**config.mk**
```make
export PLATFORM = sky130hd
export DESIGN_NAME = flash_program_erase_control
export DESIGN_NICKNAME = d
export VERILOG_FILES = /design/src/inc/flash_ctrl_pkg.sv /design/src/verilog/bit_sync.sv /design/src/verilog/sticky_irq.sv /design/src/verilog/flash_program_erase_control.sv
export SDC_FILE = /design/constraint.sdc
export NUM_CORES = 1
export LEC_CHECK = 0
export BUFFER_PORTS_ARGS = -buffer_cell sky130_fd_sc_hd__buf_2
export CORE_MARGIN = 2
export CORE_UTILIZATION = 40
export CTS_CLUSTER_SIZE = 8
export DETAILED_ROUTE_END_ITERATION = 16
export SYNTH_ARGS = -nofsm -noshare
export SYNTH_HDL_FRONTEND = slang
export SYNTH_SLANG_ARGS = --single-unit
export TNS_END_PERCENT = 50
```
**constraint.sdc**
```tcl
create_clock -name i_core_clk -period 5.2 [get_ports i_core_clk]
set_clock_uncertainty 0.05 [all_clocks]
set_input_delay 0.52 -clock i_core_clk [delete_from_list [all_inputs] [get_ports i_core_clk]]
set_output_delay 0.52 -clock i_core_clk [all_outputs]
set_load 0.01 [all_outputs]
```
**src/inc/flash_ctrl_pkg.sv**
```systemverilog
// Constants, types and field layout of the flash program/erase sequencer
// Notes on behaviour
// Start bit takes a write only when armed and right after the unlock pair.
// Start launches the selected operation; hardware clears it when done.
// Device reset clears only the arm bit of the control register.
// Arm at 1 allows start writes and enables the supply monitor.
// Failure flag is set when a sequence fails, cleared after a clean one.
// With monitor enabled, a low supply sets the sticky fault flag.
// Live dip status follows the monitor while the monitor is enabled.
// Operation select takes writes only while the arm bit is 0.
// Code 0001 programs one word at the target unless write-protected.
// Code 0011 programs one row at the target unless write-protected.
// Code 0100 erases the target page unless write-protected.
// Code 0101 erases the whole array only if no page is protected.
// Starting code 0000 clears failure and fault flags, changes no flash.
// Unimplemented control bits, upper sixteen included, read 0.
// No-operation and reserved codes leave flash alone; start still clears.
// Select or arm writes during an operation do not alter it.
package flash_ctrl_pkg;

	// ----------------------------------------------------------------
	// Register map, byte addresses
	// ----------------------------------------------------------------
	localparam int ADDR_W = 5;
	localparam logic [4:0] OFS_CONTROL = 5'h00;
	localparam logic [4:0] OFS_UNLOCK = 5'h04;
	localparam logic [4:0] OFS_TARGET = 5'h08;
	localparam logic [4:0] OFS_IRQ_STATUS = 5'h0C;
	localparam logic [4:0] OFS_IRQ_MASK = 5'h10;

	// ----------------------------------------------------------------
	// Control register fields
	// ----------------------------------------------------------------
	localparam int START_BIT = 15;
	localparam int ARM_BIT = 14;
	localparam int FAIL_BIT = 13;
	localparam int FAULT_BIT = 12;
	localparam int LIVE_BIT = 11;
	localparam int OP_LSB = 0;
	localparam int OP_W = 4;

	// ----------------------------------------------------------------
	// Operation codes
	// ----------------------------------------------------------------
	localparam logic [3:0] OP_NONE = 4'h0;
	localparam logic [3:0] OP_WORD = 4'h1;
	localparam logic [3:0] OP_ROW = 4'h3;
	localparam logic [3:0] OP_PAGE = 4'h4;
	localparam logic [3:0] OP_ARRAY = 4'h5;

	// ----------------------------------------------------------------
	// Unlock keys (values arbitrary) and unlock progress
	// ----------------------------------------------------------------
	localparam logic [31:0] UNLOCK_KEY_A = 32'h5A5A_0F0F;
	localparam logic [31:0] UNLOCK_KEY_B = 32'hA5A5_F0F0;
	localparam logic [1:0] UNL_NONE = 2'h0;
	localparam logic [1:0] UNL_HALF = 2'h1;
	localparam logic [1:0] UNL_READY = 2'h2;

	// ----------------------------------------------------------------
	// Interrupt status bits and reset values
	// ----------------------------------------------------------------
	localparam int IRQ_W = 3;
	localparam int IRQ_DONE = 0;
	localparam int IRQ_FAIL = 1;
	localparam int IRQ_DIP = 2;
	localparam logic [3:0] OP_RST = 4'h0;
	localparam logic [31:0] TARGET_RST = 32'h0000_0000;

	typedef enum logic [1:0] {
		ST_IDLE = 2'b00,
		ST_ISSUE = 2'b01,
		ST_WAIT = 2'b11,
		ST_FINISH = 2'b10
	} seq_state_e;

	typedef struct packed {
		logic word_prog;
		logic row_prog;
		logic page_erase;
		logic array_erase;
		logic [31:0] location;
	} flash_cmd_s;

	typedef struct packed {
		logic done;
		logic error;
		logic loc_protected;
		logic any_protected;
	} flash_status_s;

endpackage

```
**src/verilog/bit_sync.sv**
```systemverilog
// Two-stage synchroniser for a level from outside the clock domain
module bit_sync (
	// Clock and reset
	input wire logic i_core_clk,
	input wire logic i_resetn,
	// Level in and out
	input wire logic i_level,
	output logic o_level
);

	logic meta_q;

	always_ff @(posedge i_core_clk or negedge i_resetn) begin
		if (!i_resetn) begin
			meta_q <= 1'b0;
			o_level <= 1'b0;
		end else begin
			meta_q <= i_level;
			o_level <= meta_q;
		end
	end

endmodule

```
**src/verilog/sticky_irq.sv**
```systemverilog
// Sticky status bits with write-one-to-clear, mask and interrupt output
module sticky_irq #(
	parameter int W = 3
) (
	// Clock and reset
	input wire logic i_core_clk,
	input wire logic i_resetn,
	// Events and software access
	input wire logic [W-1:0] i_set,
	input wire logic i_clr_wr,
	input wire logic [W-1:0] i_clr,
	input wire logic i_mask_wr,
	input wire logic [W-1:0] i_mask,
	// State
	output logic [W-1:0] o_status,
	output logic [W-1:0] o_mask,
	output logic o_irq
);

	logic [W-1:0] clr_bits;

	assign clr_bits = i_clr_wr ? i_clr : '0;

	// Set wins over a clear in the same cycle
	always_ff @(posedge i_core_clk or negedge i_resetn) begin
		if (!i_resetn) begin
			o_status <= '0;
		end else begin
			o_status <= (o_status & ~clr_bits) | i_set;
		end
	end

	always_ff @(posedge i_core_clk or negedge i_resetn) begin
		if (!i_resetn) begin
			o_mask <= '0;
		end else if (i_mask_wr) begin
			o_mask <= i_mask;
		end
	end

	always_ff @(posedge i_core_clk or negedge i_resetn) begin
		if (!i_resetn) begin
			o_irq <= 1'b0;
		end else begin
			o_irq <= |(((o_status & ~clr_bits) | i_set) & o_mask);
		end
	end

endmodule

```
**src/verilog/flash_program_erase_control.sv**
```systemverilog
// Flash program/erase sequencer with its control register and bus slave
module flash_program_erase_control
	import flash_ctrl_pkg::*;
(
	// Clock and resets
	input wire logic i_core_clk,
	input wire logic i_resetn,
	input wire logic i_por_resetn,
	// Avalon-MM slave
	input wire logic [ADDR_W-1:0] i_avs_address,
	input wire logic i_avs_read,
	input wire logic i_avs_write,
	input wire logic [31:0] i_avs_writedata,
	input wire logic [3:0] i_avs_byteenable,
	output logic [31:0] o_avs_readdata,
	output logic o_avs_waitrequest,
	// Flash array
	output flash_cmd_s o_flash_cmd,
	input wire flash_status_s i_flash_stat,
	// Supply monitor
	input wire logic i_supply_low,
	output logic o_supply_monitor_en,
	// Interrupt
	output logic o_irq
);

	// ----------------------------------------------------------------
	// Declarations
	// ----------------------------------------------------------------
	logic wait_q;
	logic req;
	logic wr;
	logic [31:0] rdata_d;
	logic [1:0] unl_q;
	logic start_q;
	logic arm_q;
	logic [3:0] op_q;
	logic fail_q;
	logic fault_q;
	logic live_q;
	logic [31:0] target_q;
	seq_state_e state_q;
	logic [3:0] run_op_q;
	logic [31:0] run_loc_q;
	logic result_q;
	logic dip_sync;
	logic start_wr_ok;
	logic ctrl_hi_wr;
	logic ctrl_lo_wr;
	logic changes;
	logic blocked;
	logic arm_rst_n;
	logic [IRQ_W-1:0] irq_set;
	logic [IRQ_W-1:0] irq_status;
	logic [IRQ_W-1:0] irq_mask;

	// ----------------------------------------------------------------
	// Bus slave: one wait cycle, then the transfer completes
	// ----------------------------------------------------------------
	assign req = i_avs_read | i_avs_write;
	assign wr = i_avs_write & ~wait_q;

	always_ff @(posedge i_core_clk or negedge i_resetn) begin
		if (!i_resetn) begin
			wait_q <= 1'b1;
		end else begin
			wait_q <= ~(req & wait_q);
		end
	end

	always_comb begin
		rdata_d = 32'h0000_0000;
		case (i_avs_address)
			OFS_CONTROL: begin
				rdata_d[START_BIT] = start_q;
				rdata_d[ARM_BIT] = arm_q;
				rdata_d[FAIL_BIT] = fail_q;
				rdata_d[FAULT_BIT] = fault_q;
				rdata_d[LIVE_BIT] = live_q;
				rdata_d[OP_LSB +: OP_W] = op_q;
			end
			OFS_TARGET: rdata_d = target_q;
			OFS_IRQ_STATUS: rdata_d[IRQ_W-1:0] = irq_status;
			OFS_IRQ_MASK: rdata_d[IRQ_W-1:0] = irq_mask;
			default: rdata_d = 32'h0000_0000;
		endcase
	end

	always_ff @(posedge i_core_clk or negedge i_resetn) begin
		if (!i_resetn) begin
			o_avs_readdata <= 32'h0000_0000;
		end else if (i_avs_read && wait_q) begin
			o_avs_readdata <= rdata_d;
		end
	end

	assign o_avs_waitrequest = wait_q;

	// ----------------------------------------------------------------
	// Unlock pair: key A then key B, consumed by the next write
	// ----------------------------------------------------------------
	always_ff @(posedge i_core_clk or negedge i_resetn) begin
		if (!i_resetn) begin
			unl_q <= UNL_NONE;
		end else if (wr) begin
			if (i_avs_address == OFS_UNLOCK && &i_avs_byteenable &&
				i_avs_writedata == UNLOCK_KEY_A) begin
				unl_q <= UNL_HALF;
			end else if (i_avs_address == OFS_UNLOCK &&
				&i_avs_byteenable && unl_q == UNL_HALF &&
				i_avs_writedata == UNLOCK_KEY_B) begin
				unl_q <= UNL_READY;
			end else begin
				unl_q <= UNL_NONE;
			end
		end
	end

	// ----------------------------------------------------------------
	// Control register
	// ----------------------------------------------------------------
	assign ctrl_hi_wr = wr && i_avs_address == OFS_CONTROL &&
		i_avs_byteenable[1];
	assign ctrl_lo_wr = wr && i_avs_address == OFS_CONTROL &&
		i_avs_byteenable[0];
	assign start_wr_ok = ctrl_hi_wr && i_avs_writedata[START_BIT] &&
		arm_q && unl_q == UNL_READY && !start_q;
	assign arm_rst_n = i_resetn & i_por_resetn;

	// Start: software sets, sequencer clears at the end
	always_ff @(posedge i_core_clk or negedge i_por_resetn) begin
		if (!i_por_resetn) begin
			start_q <= 1'b0;
		end else if (state_q == ST_FINISH) begin
			start_q <= 1'b0;
		end else if (start_wr_ok) begin
			start_q <= 1'b1;
		end
	end

	// Arm is the only bit that a device reset touches
	always_ff @(posedge i_core_clk or negedge arm_rst_n) begin
		if (!arm_rst_n) begin
			arm_q <= 1'b0;
		end else if (ctrl_hi_wr) begin
			arm_q <= i_avs_writedata[ARM_BIT];
		end
	end

	always_ff @(posedge i_core_clk or negedge i_por_resetn) begin
		if (!i_por_resetn) begin
			op_q <= OP_RST;
		end else if (ctrl_lo_wr && !arm_q) begin
			op_q <= i_avs_writedata[OP_LSB +: OP_W];
		end
	end

	// Target location, byte-writable
	always_ff @(posedge i_core_clk or negedge i_por_resetn) begin
		if (!i_por_resetn) begin
			target_q <= TARGET_RST;
		end else if (wr && i_avs_address == OFS_TARGET) begin
			for (int b = 0; b < 4; b++) begin
				if (i_avs_byteenable[b]) begin
					target_q[8*b +: 8] <= i_avs_writedata[8*b +: 8];
				end
			end
		end
	end

	// ----------------------------------------------------------------
	// Supply monitor
	// ----------------------------------------------------------------
	bit_sync u_dip_sync (
		.i_core_clk(i_core_clk),
		.i_resetn(i_resetn),
		.i_level(i_supply_low),
		.o_level(dip_sync)
	);

	always_ff @(posedge i_core_clk or negedge i_resetn) begin
		if (!i_resetn) begin
			o_supply_monitor_en <= 1'b0;
		end else begin
			o_supply_monitor_en <= arm_q;
		end
	end

	// Live bit is not device-reset; disarm drops it via the monitor
	always_ff @(posedge i_core_clk or negedge i_por_resetn) begin
		if (!i_por_resetn) begin
			live_q <= 1'b0;
		end else begin
			live_q <= o_supply_monitor_en & dip_sync;
		end
	end

	// Fault: a dip sets it, a started no-op clears it, set wins
	always_ff @(posedge i_core_clk or negedge i_por_resetn) begin
		if (!i_por_resetn) begin
			fault_q <= 1'b0;
		end else if (o_supply_monitor_en && dip_sync) begin
			fault_q <= 1'b1;
		end else if (state_q == ST_FINISH && run_op_q == OP_NONE) begin
			fault_q <= 1'b0;
		end
	end

	// ----------------------------------------------------------------
	// Sequencer
	// ----------------------------------------------------------------
	always_comb begin
		changes = 1'b0;
		blocked = 1'b0;
		case (op_q)
			OP_WORD, OP_ROW, OP_PAGE: begin
				changes = 1'b1;
				blocked = i_flash_stat.loc_protected;
			end
			OP_ARRAY: begin
				changes = 1'b1;
				blocked = i_flash_stat.any_protected;
			end
			default: begin
				changes = 1'b0;
				blocked = 1'b0;
			end
		endcase
	end

	always_ff @(posedge i_core_clk or negedge i_por_resetn) begin
		if (!i_por_resetn) begin
			state_q <= ST_IDLE;
		end else begin
			case (state_q)
				ST_IDLE: begin
					if (start_q) begin
						state_q <= (changes && !blocked) ? ST_ISSUE :
							ST_FINISH;
					end
				end
				ST_ISSUE: state_q <= ST_WAIT;
				ST_WAIT: begin
					if (i_flash_stat.done) begin
						state_q <= ST_FINISH;
					end
				end
				ST_FINISH: state_q <= ST_IDLE;
				default: state_q <= ST_IDLE;
			endcase
		end
	end

	// Operation copy held for the whole run
	always_ff @(posedge i_core_clk or negedge i_por_resetn) begin
		if (!i_por_resetn) begin
			run_op_q <= OP_RST;
			run_loc_q <= TARGET_RST;
		end else if (state_q == ST_IDLE && start_q) begin
			run_op_q <= op_q;
			run_loc_q <= target_q;
		end
	end

	always_ff @(posedge i_core_clk or negedge i_por_resetn) begin
		if (!i_por_resetn) begin
			result_q <= 1'b0;
		end else if (state_q == ST_IDLE && start_q) begin
			result_q <= changes & blocked;
		end else if (state_q == ST_WAIT && i_flash_stat.done) begin
			result_q <= i_flash_stat.error;
		end
	end

	always_ff @(posedge i_core_clk or negedge i_por_resetn) begin
		if (!i_por_resetn) begin
			fail_q <= 1'b0;
		end else if (state_q == ST_FINISH) begin
			fail_q <= result_q;
		end
	end

	// One-cycle command to the array
	always_ff @(posedge i_core_clk or negedge i_por_resetn) begin
		if (!i_por_resetn) begin
			o_flash_cmd <= '0;
		end else begin
			o_flash_cmd <= '0;
			o_flash_cmd.location <= run_loc_q;
			if (state_q == ST_ISSUE) begin
				o_flash_cmd.word_prog <= run_op_q == OP_WORD;
				o_flash_cmd.row_prog <= run_op_q == OP_ROW;
				o_flash_cmd.page_erase <= run_op_q == OP_PAGE;
				o_flash_cmd.array_erase <= run_op_q == OP_ARRAY;
			end
		end
	end

	// ----------------------------------------------------------------
	// Interrupts
	// ----------------------------------------------------------------
	assign irq_set[IRQ_DONE] = state_q == ST_FINISH;
	assign irq_set[IRQ_FAIL] = state_q == ST_FINISH && result_q;
	assign irq_set[IRQ_DIP] = o_supply_monitor_en & dip_sync & ~live_q;

	sticky_irq #(
		.W(IRQ_W)
	) u_irq (
		.i_core_clk(i_core_clk),
		.i_resetn(i_resetn),
		.i_set(irq_set),
		.i_clr_wr(wr && i_avs_address == OFS_IRQ_STATUS &&
			i_avs_byteenable[0]),
		.i_clr(i_avs_writedata[IRQ_W-1:0]),
		.i_mask_wr(wr && i_avs_address == OFS_IRQ_MASK &&
			i_avs_byteenable[0]),
		.i_mask(i_avs_writedata[IRQ_W-1:0]),
		.o_status(irq_status),
		.o_mask(irq_mask),
		.o_irq(o_irq)
	);

	// ----------------------------------------------------------------
	// Assertions
	// ----------------------------------------------------------------
	a_start_unlock_gate: assert property (
		@(posedge i_core_clk) disable iff (!i_resetn || !i_por_resetn)
		$rose(start_q) |-> $past(arm_q) && $past(unl_q) == UNL_READY)
		else $error("start set without arm and unlock");

	a_start_clears: assert property (
		@(posedge i_core_clk) disable iff (!i_resetn || !i_por_resetn)
		(state_q == ST_WAIT && i_flash_stat.done) |=> ##1 !start_q)
		else $error("start not cleared after completion");

	a_cmd_needs_start: assert property (
		@(posedge i_core_clk) disable iff (!i_resetn || !i_por_resetn)
		(o_flash_cmd.word_prog || o_flash_cmd.row_prog ||
		o_flash_cmd.page_erase || o_flash_cmd.array_erase) |->
		start_q && state_q == ST_WAIT)
		else $error("flash command without running operation");

	a_monitor_off: assert property (
		@(posedge i_core_clk) disable iff (!i_resetn || !i_por_resetn)
		(!arm_q)[*2] |-> !o_supply_monitor_en ##1 !live_q)
		else $error("monitor active while disarmed");

	a_fault_sets: assert property (
		@(posedge i_core_clk) disable iff (!i_resetn || !i_por_resetn)
		(o_supply_monitor_en && dip_sync) |=> fault_q)
		else $error("fault flag missed a dip");

	a_live_follows: assert property (
		@(posedge i_core_clk) disable iff (!i_resetn || !i_por_resetn)
		live_q |-> $past(o_supply_monitor_en) && $past(dip_sync))
		else $error("live status without enabled dip");

	a_op_locked: assert property (
		@(posedge i_core_clk) disable iff (!i_resetn || !i_por_resetn)
		$past(arm_q) |-> $stable(op_q))
		else $error("operation select changed while armed");

	a_blocked_fails: assert property (
		@(posedge i_core_clk) disable iff (!i_resetn || !i_por_resetn)
		(state_q == ST_IDLE && start_q && changes && blocked) |=>
		state_q == ST_FINISH ##1 (fail_q && !start_q))
		else $error("protected operation did not fail");

	a_noop_skips: assert property (
		@(posedge i_core_clk) disable iff (!i_resetn || !i_por_resetn)
		(state_q == ST_IDLE && start_q && !changes) |=>
		state_q == ST_FINISH ##1 (!start_q && !fail_q))
		else $error("no-op code did not finish cleanly");

	a_clear_flags: assert property (
		@(posedge i_core_clk) disable iff (!i_resetn || !i_por_resetn)
		(state_q == ST_FINISH && run_op_q == OP_NONE && !dip_sync) |=>
		!fail_q && !fault_q)
		else $error("flags not cleared by code 0000");

	a_reserved_zero: assert property (
		@(posedge i_core_clk) disable iff (!i_resetn || !i_por_resetn)
		(i_avs_read && wait_q && i_avs_address == OFS_CONTROL) |=>
		o_avs_readdata[31:16] == 16'h0000 &&
		o_avs_readdata[10:4] == 7'h00)
		else $error("unimplemented control bits read nonzero");

	a_run_held: assert property (
		@(posedge i_core_clk) disable iff (!i_resetn || !i_por_resetn)
		(state_q != ST_IDLE && $past(state_q) != ST_IDLE) |->
		$stable(run_op_q) && $stable(run_loc_q))
		else $error("running operation changed mid-run");

endmodule

```
==> summary.md <==
| Metric | Value |
|---|---|
| Commonest register cell after synthesis | `dfrtp_1` |
| Sequential cell area fraction in the yosys report | `0.658` |
| Nets@finish | `633` |
| Worst EP arrival | `2.72 ns` |
| Root buf cell | `clkbuf_16` |
| Vias in the first global route | `4134` |
| Clock latency on the worst-skew pair | `0.42 ns` |
| Core area | `15100 um^2` |
| Max Freq | `just over 400 MHz` |
| Max_slew headroom | `0.193` |
| Clock sink count | `161` |
| Die area | `16300 um^2` |
| Cells after Synth | `452` |
| Largest net degree at the start of global routing | `76` |
| P per Cell Area | `between 300 and 400 nW/um^2` |
| # setup viols final | `0` |
| CTS tree | `built` |
| Synth top cells by count | `dfrtp_1, mux2_2, nand2_1, o21ai_0, clkbuf_1` |
| Status | `finished clean` |
| Io pins | `approximately 120` |
| Chip width | `128 um` |
| Postcts setup bufs | `0` |
| CP required | `5.45 ns` |
| First-pass GRT wire length | `approximately 22000 um` |
| Total number of yosys warnings | `0` |
| Fin crit share | `0.474` |
| Antenna diodes | `0` |
| Clock slew at reported path FFs | `0.06 ns` |
| CP Launch Type | `register` |
| Starting Density | `0.406` |
| Hold Path Class | `in -> reg` |
| Average cell area after synthesis | `around 14 um^2` |
| Vias | `4108` |
| Cts bufs inserted | `17` |
| Total wire length | `14200 um` |
| Ranking of synthesized cells by area | `dfrtp_1, mux2_2, nand2_1` |
| Critical path type | `reg -> reg` |
| Asr flop ratio synth | `1.00` |
| Largest fanout on the critical path | `24` |
| Yosys reg bits | `between 150 and 200` |
| Via/cell ratio | `about 5.3` |
| H-tree depth | `4` |
| DRC | `0` |
| CP endpoint kind | `register` |
| Fillcell total | `1357` |
| Leading cell type by number of instances after synthesis | `dfrtp_1` |
| Area grow syn2layout | `22.7%` |
| Layout cells sized above 1 | `0.407` |
| GPL Wtd Cong | `0.849` |
| Yosys cell types | `45` |
| Max-Cap Viols | `0` |
| Yosys top cell area share | `0.654` |
| Drt wl/cell | `18.1 um` |
| P_leak | `between 3 and 4 nW` |
| Yosys top cell by area | `dfrtp_1` |
| Pins over their slew limit | `0` |
| Mapped cell area | `6120 um^2` |
| Die Height | `between 100 and 150 um` |
| Final Hold Fails | `0` |
| FP Rows | `45` |
| TritonRoute pass-1 iters | `5` |
| Hold_buf cts | `0` |
| Syn nets | `503` |
| RSZ-0062 raised after global routing | `false` |
| Tmin final | `2.47 ns` |
| 1st-iter DRT viols | `between 200 and 250` |
| Total global-route track usage | `0.182` |
| Initial antenna violation count | `0` |
| Post-detailed-route count of antenna-violating nets | `0` |
| IR drop worst, VDD | `0.000222 V` |
| Buffers on Ports | `approximately 120` |
| Post_cts resized | `0` |
| Pwr Total | `0.00291 W` |
| Slew @ Worst Pin | `1.20 ns` |
| Total grt overflow | `0` |
| Maximum clock insertion buffer count | `2` |
| Hpwl dp | `between 9000 and 10000 um` |
| Setup_tns | `0 ns` |
| Post-synth EDFFs | `0` |
## placed cells by master (no fill, tap or decap), types with 2 or more instances in the layout
cell type   count
buf_2         120
o21ai_1         3
o32ai_1         2
dfrtp_1       160
clkinv_2        3
clkbuf_1        4
mux2_2         78
a31oi_1         2
o21ai_0        28
nor2_1          8
nand4_1         7
nor3b_1         5
a222oi_1        3
nor4b_1         4
nor4bb_1        6
nor3_1          4
and4b_1         5
inv_1           7
nand3_1         6
nand2b_1        2
clkbuf_16      17
a21oi_1         9
nor2b_1         3
nor4_1          3
clkinvlp_4      2
nand3_4         4
a22oi_1         9
nand2_1        58
bufinv_16       2
buf_4           7
## flip-flops by register name, summed over array words and instances (netlist names), 3 cells and up
| signal | flops |
|---|---|
| o_avs_readdata | 32 |
| o_flash_cmd | 36 |
| op_q | 4 |
| run_loc_q | 32 |
| run_op_q | 4 |
| target_q | 32 |
| u_irq.o_mask | 3 |
| u_irq.o_status | 3 |
## metrics by stage
stage	setup slack, ns	instance area, um^2	util	hold WS [ns]	std cells
floorplan	3.19	6120	-	0.174	452
global placement	2.82	6950	0.461	0.291	751
detailed placement	2.70	6950	0.461	0.294	751
CTS	2.70	7510	0.498	0.139	782
global route	2.60	7510	0.498	0.140	782
finish	2.73	7510	0.498	0.155	782
## power breakdown
group / internal [W] / switching, W
clock: 0.000716 / 0.000474
combinational: 0.000123 / 0.000150
sequential: 0.00137 / 0.0000768
## area by class of cell
| type | instances | area [um^2] | share of cell area |
|---|---|---|---|
| clock buffers | 22 | 454 | 0.0604 |
| clock inverters | 9 | 108 | 0.0143 |
| inverters | 7 | 26.3 | 0.00350 |
| multi-input cells | 268 | 2010 | 0.267 |
| flip-flops and latches | 161 | 4030 | 0.536 |
| well taps | 188 | 235 | 0.0313 |
| repair buffers | 127 | 653 | 0.0869 |
## final timing paths
| check | slack [ns] | endpoint | start | cells past startpoint |
|---|---|---|---|---|
| max | 2.73 | run_loc_q[19] | state_q[0] | 3 |
| min | 0.15 | u_dip_sync.meta_q | i_supply_low | 1 |
| max reg2reg | 2.73 | run_loc_q[19] | state_q[0] | 3 |
| min reg2reg | 0.31 | u_dip_sync.o_level | u_dip_sync.meta_q | 0 |
| max in group asynchronous | 3.80 | start_q | i_por_resetn | 2 |
| min in group asynchronous | 0.16 | o_avs_readdata[29] | i_resetn | 2 |
## layer usage
metal  global-route usage  share of wire
met5                    0              0
met1                0.250           0.45
met4               0.0853          0.027
met3               0.0455          0.060
met2                0.273           0.46
## critical path, cell delays in order (launching register included)
cell and delay, ns:
dfrtp_1 0.44, nor3_2 0.97, buf_4 0.50, mux2_2 0.38
## cell families after synthesis
| logic type | Yosys count | share of synthesized area |
|---|---|---|
| AO/OA/AOI/OAI | 63 | 0.0627 |
| flip-flops | 161 | 0.658 |
| buffers and inverters | 23 | 0.0153 |
| AND/OR/NAND/NOR | 126 | 0.119 |
| multiplexers | 79 | 0.145 |
No activity file was read; power rests on OpenSTA's default activity.
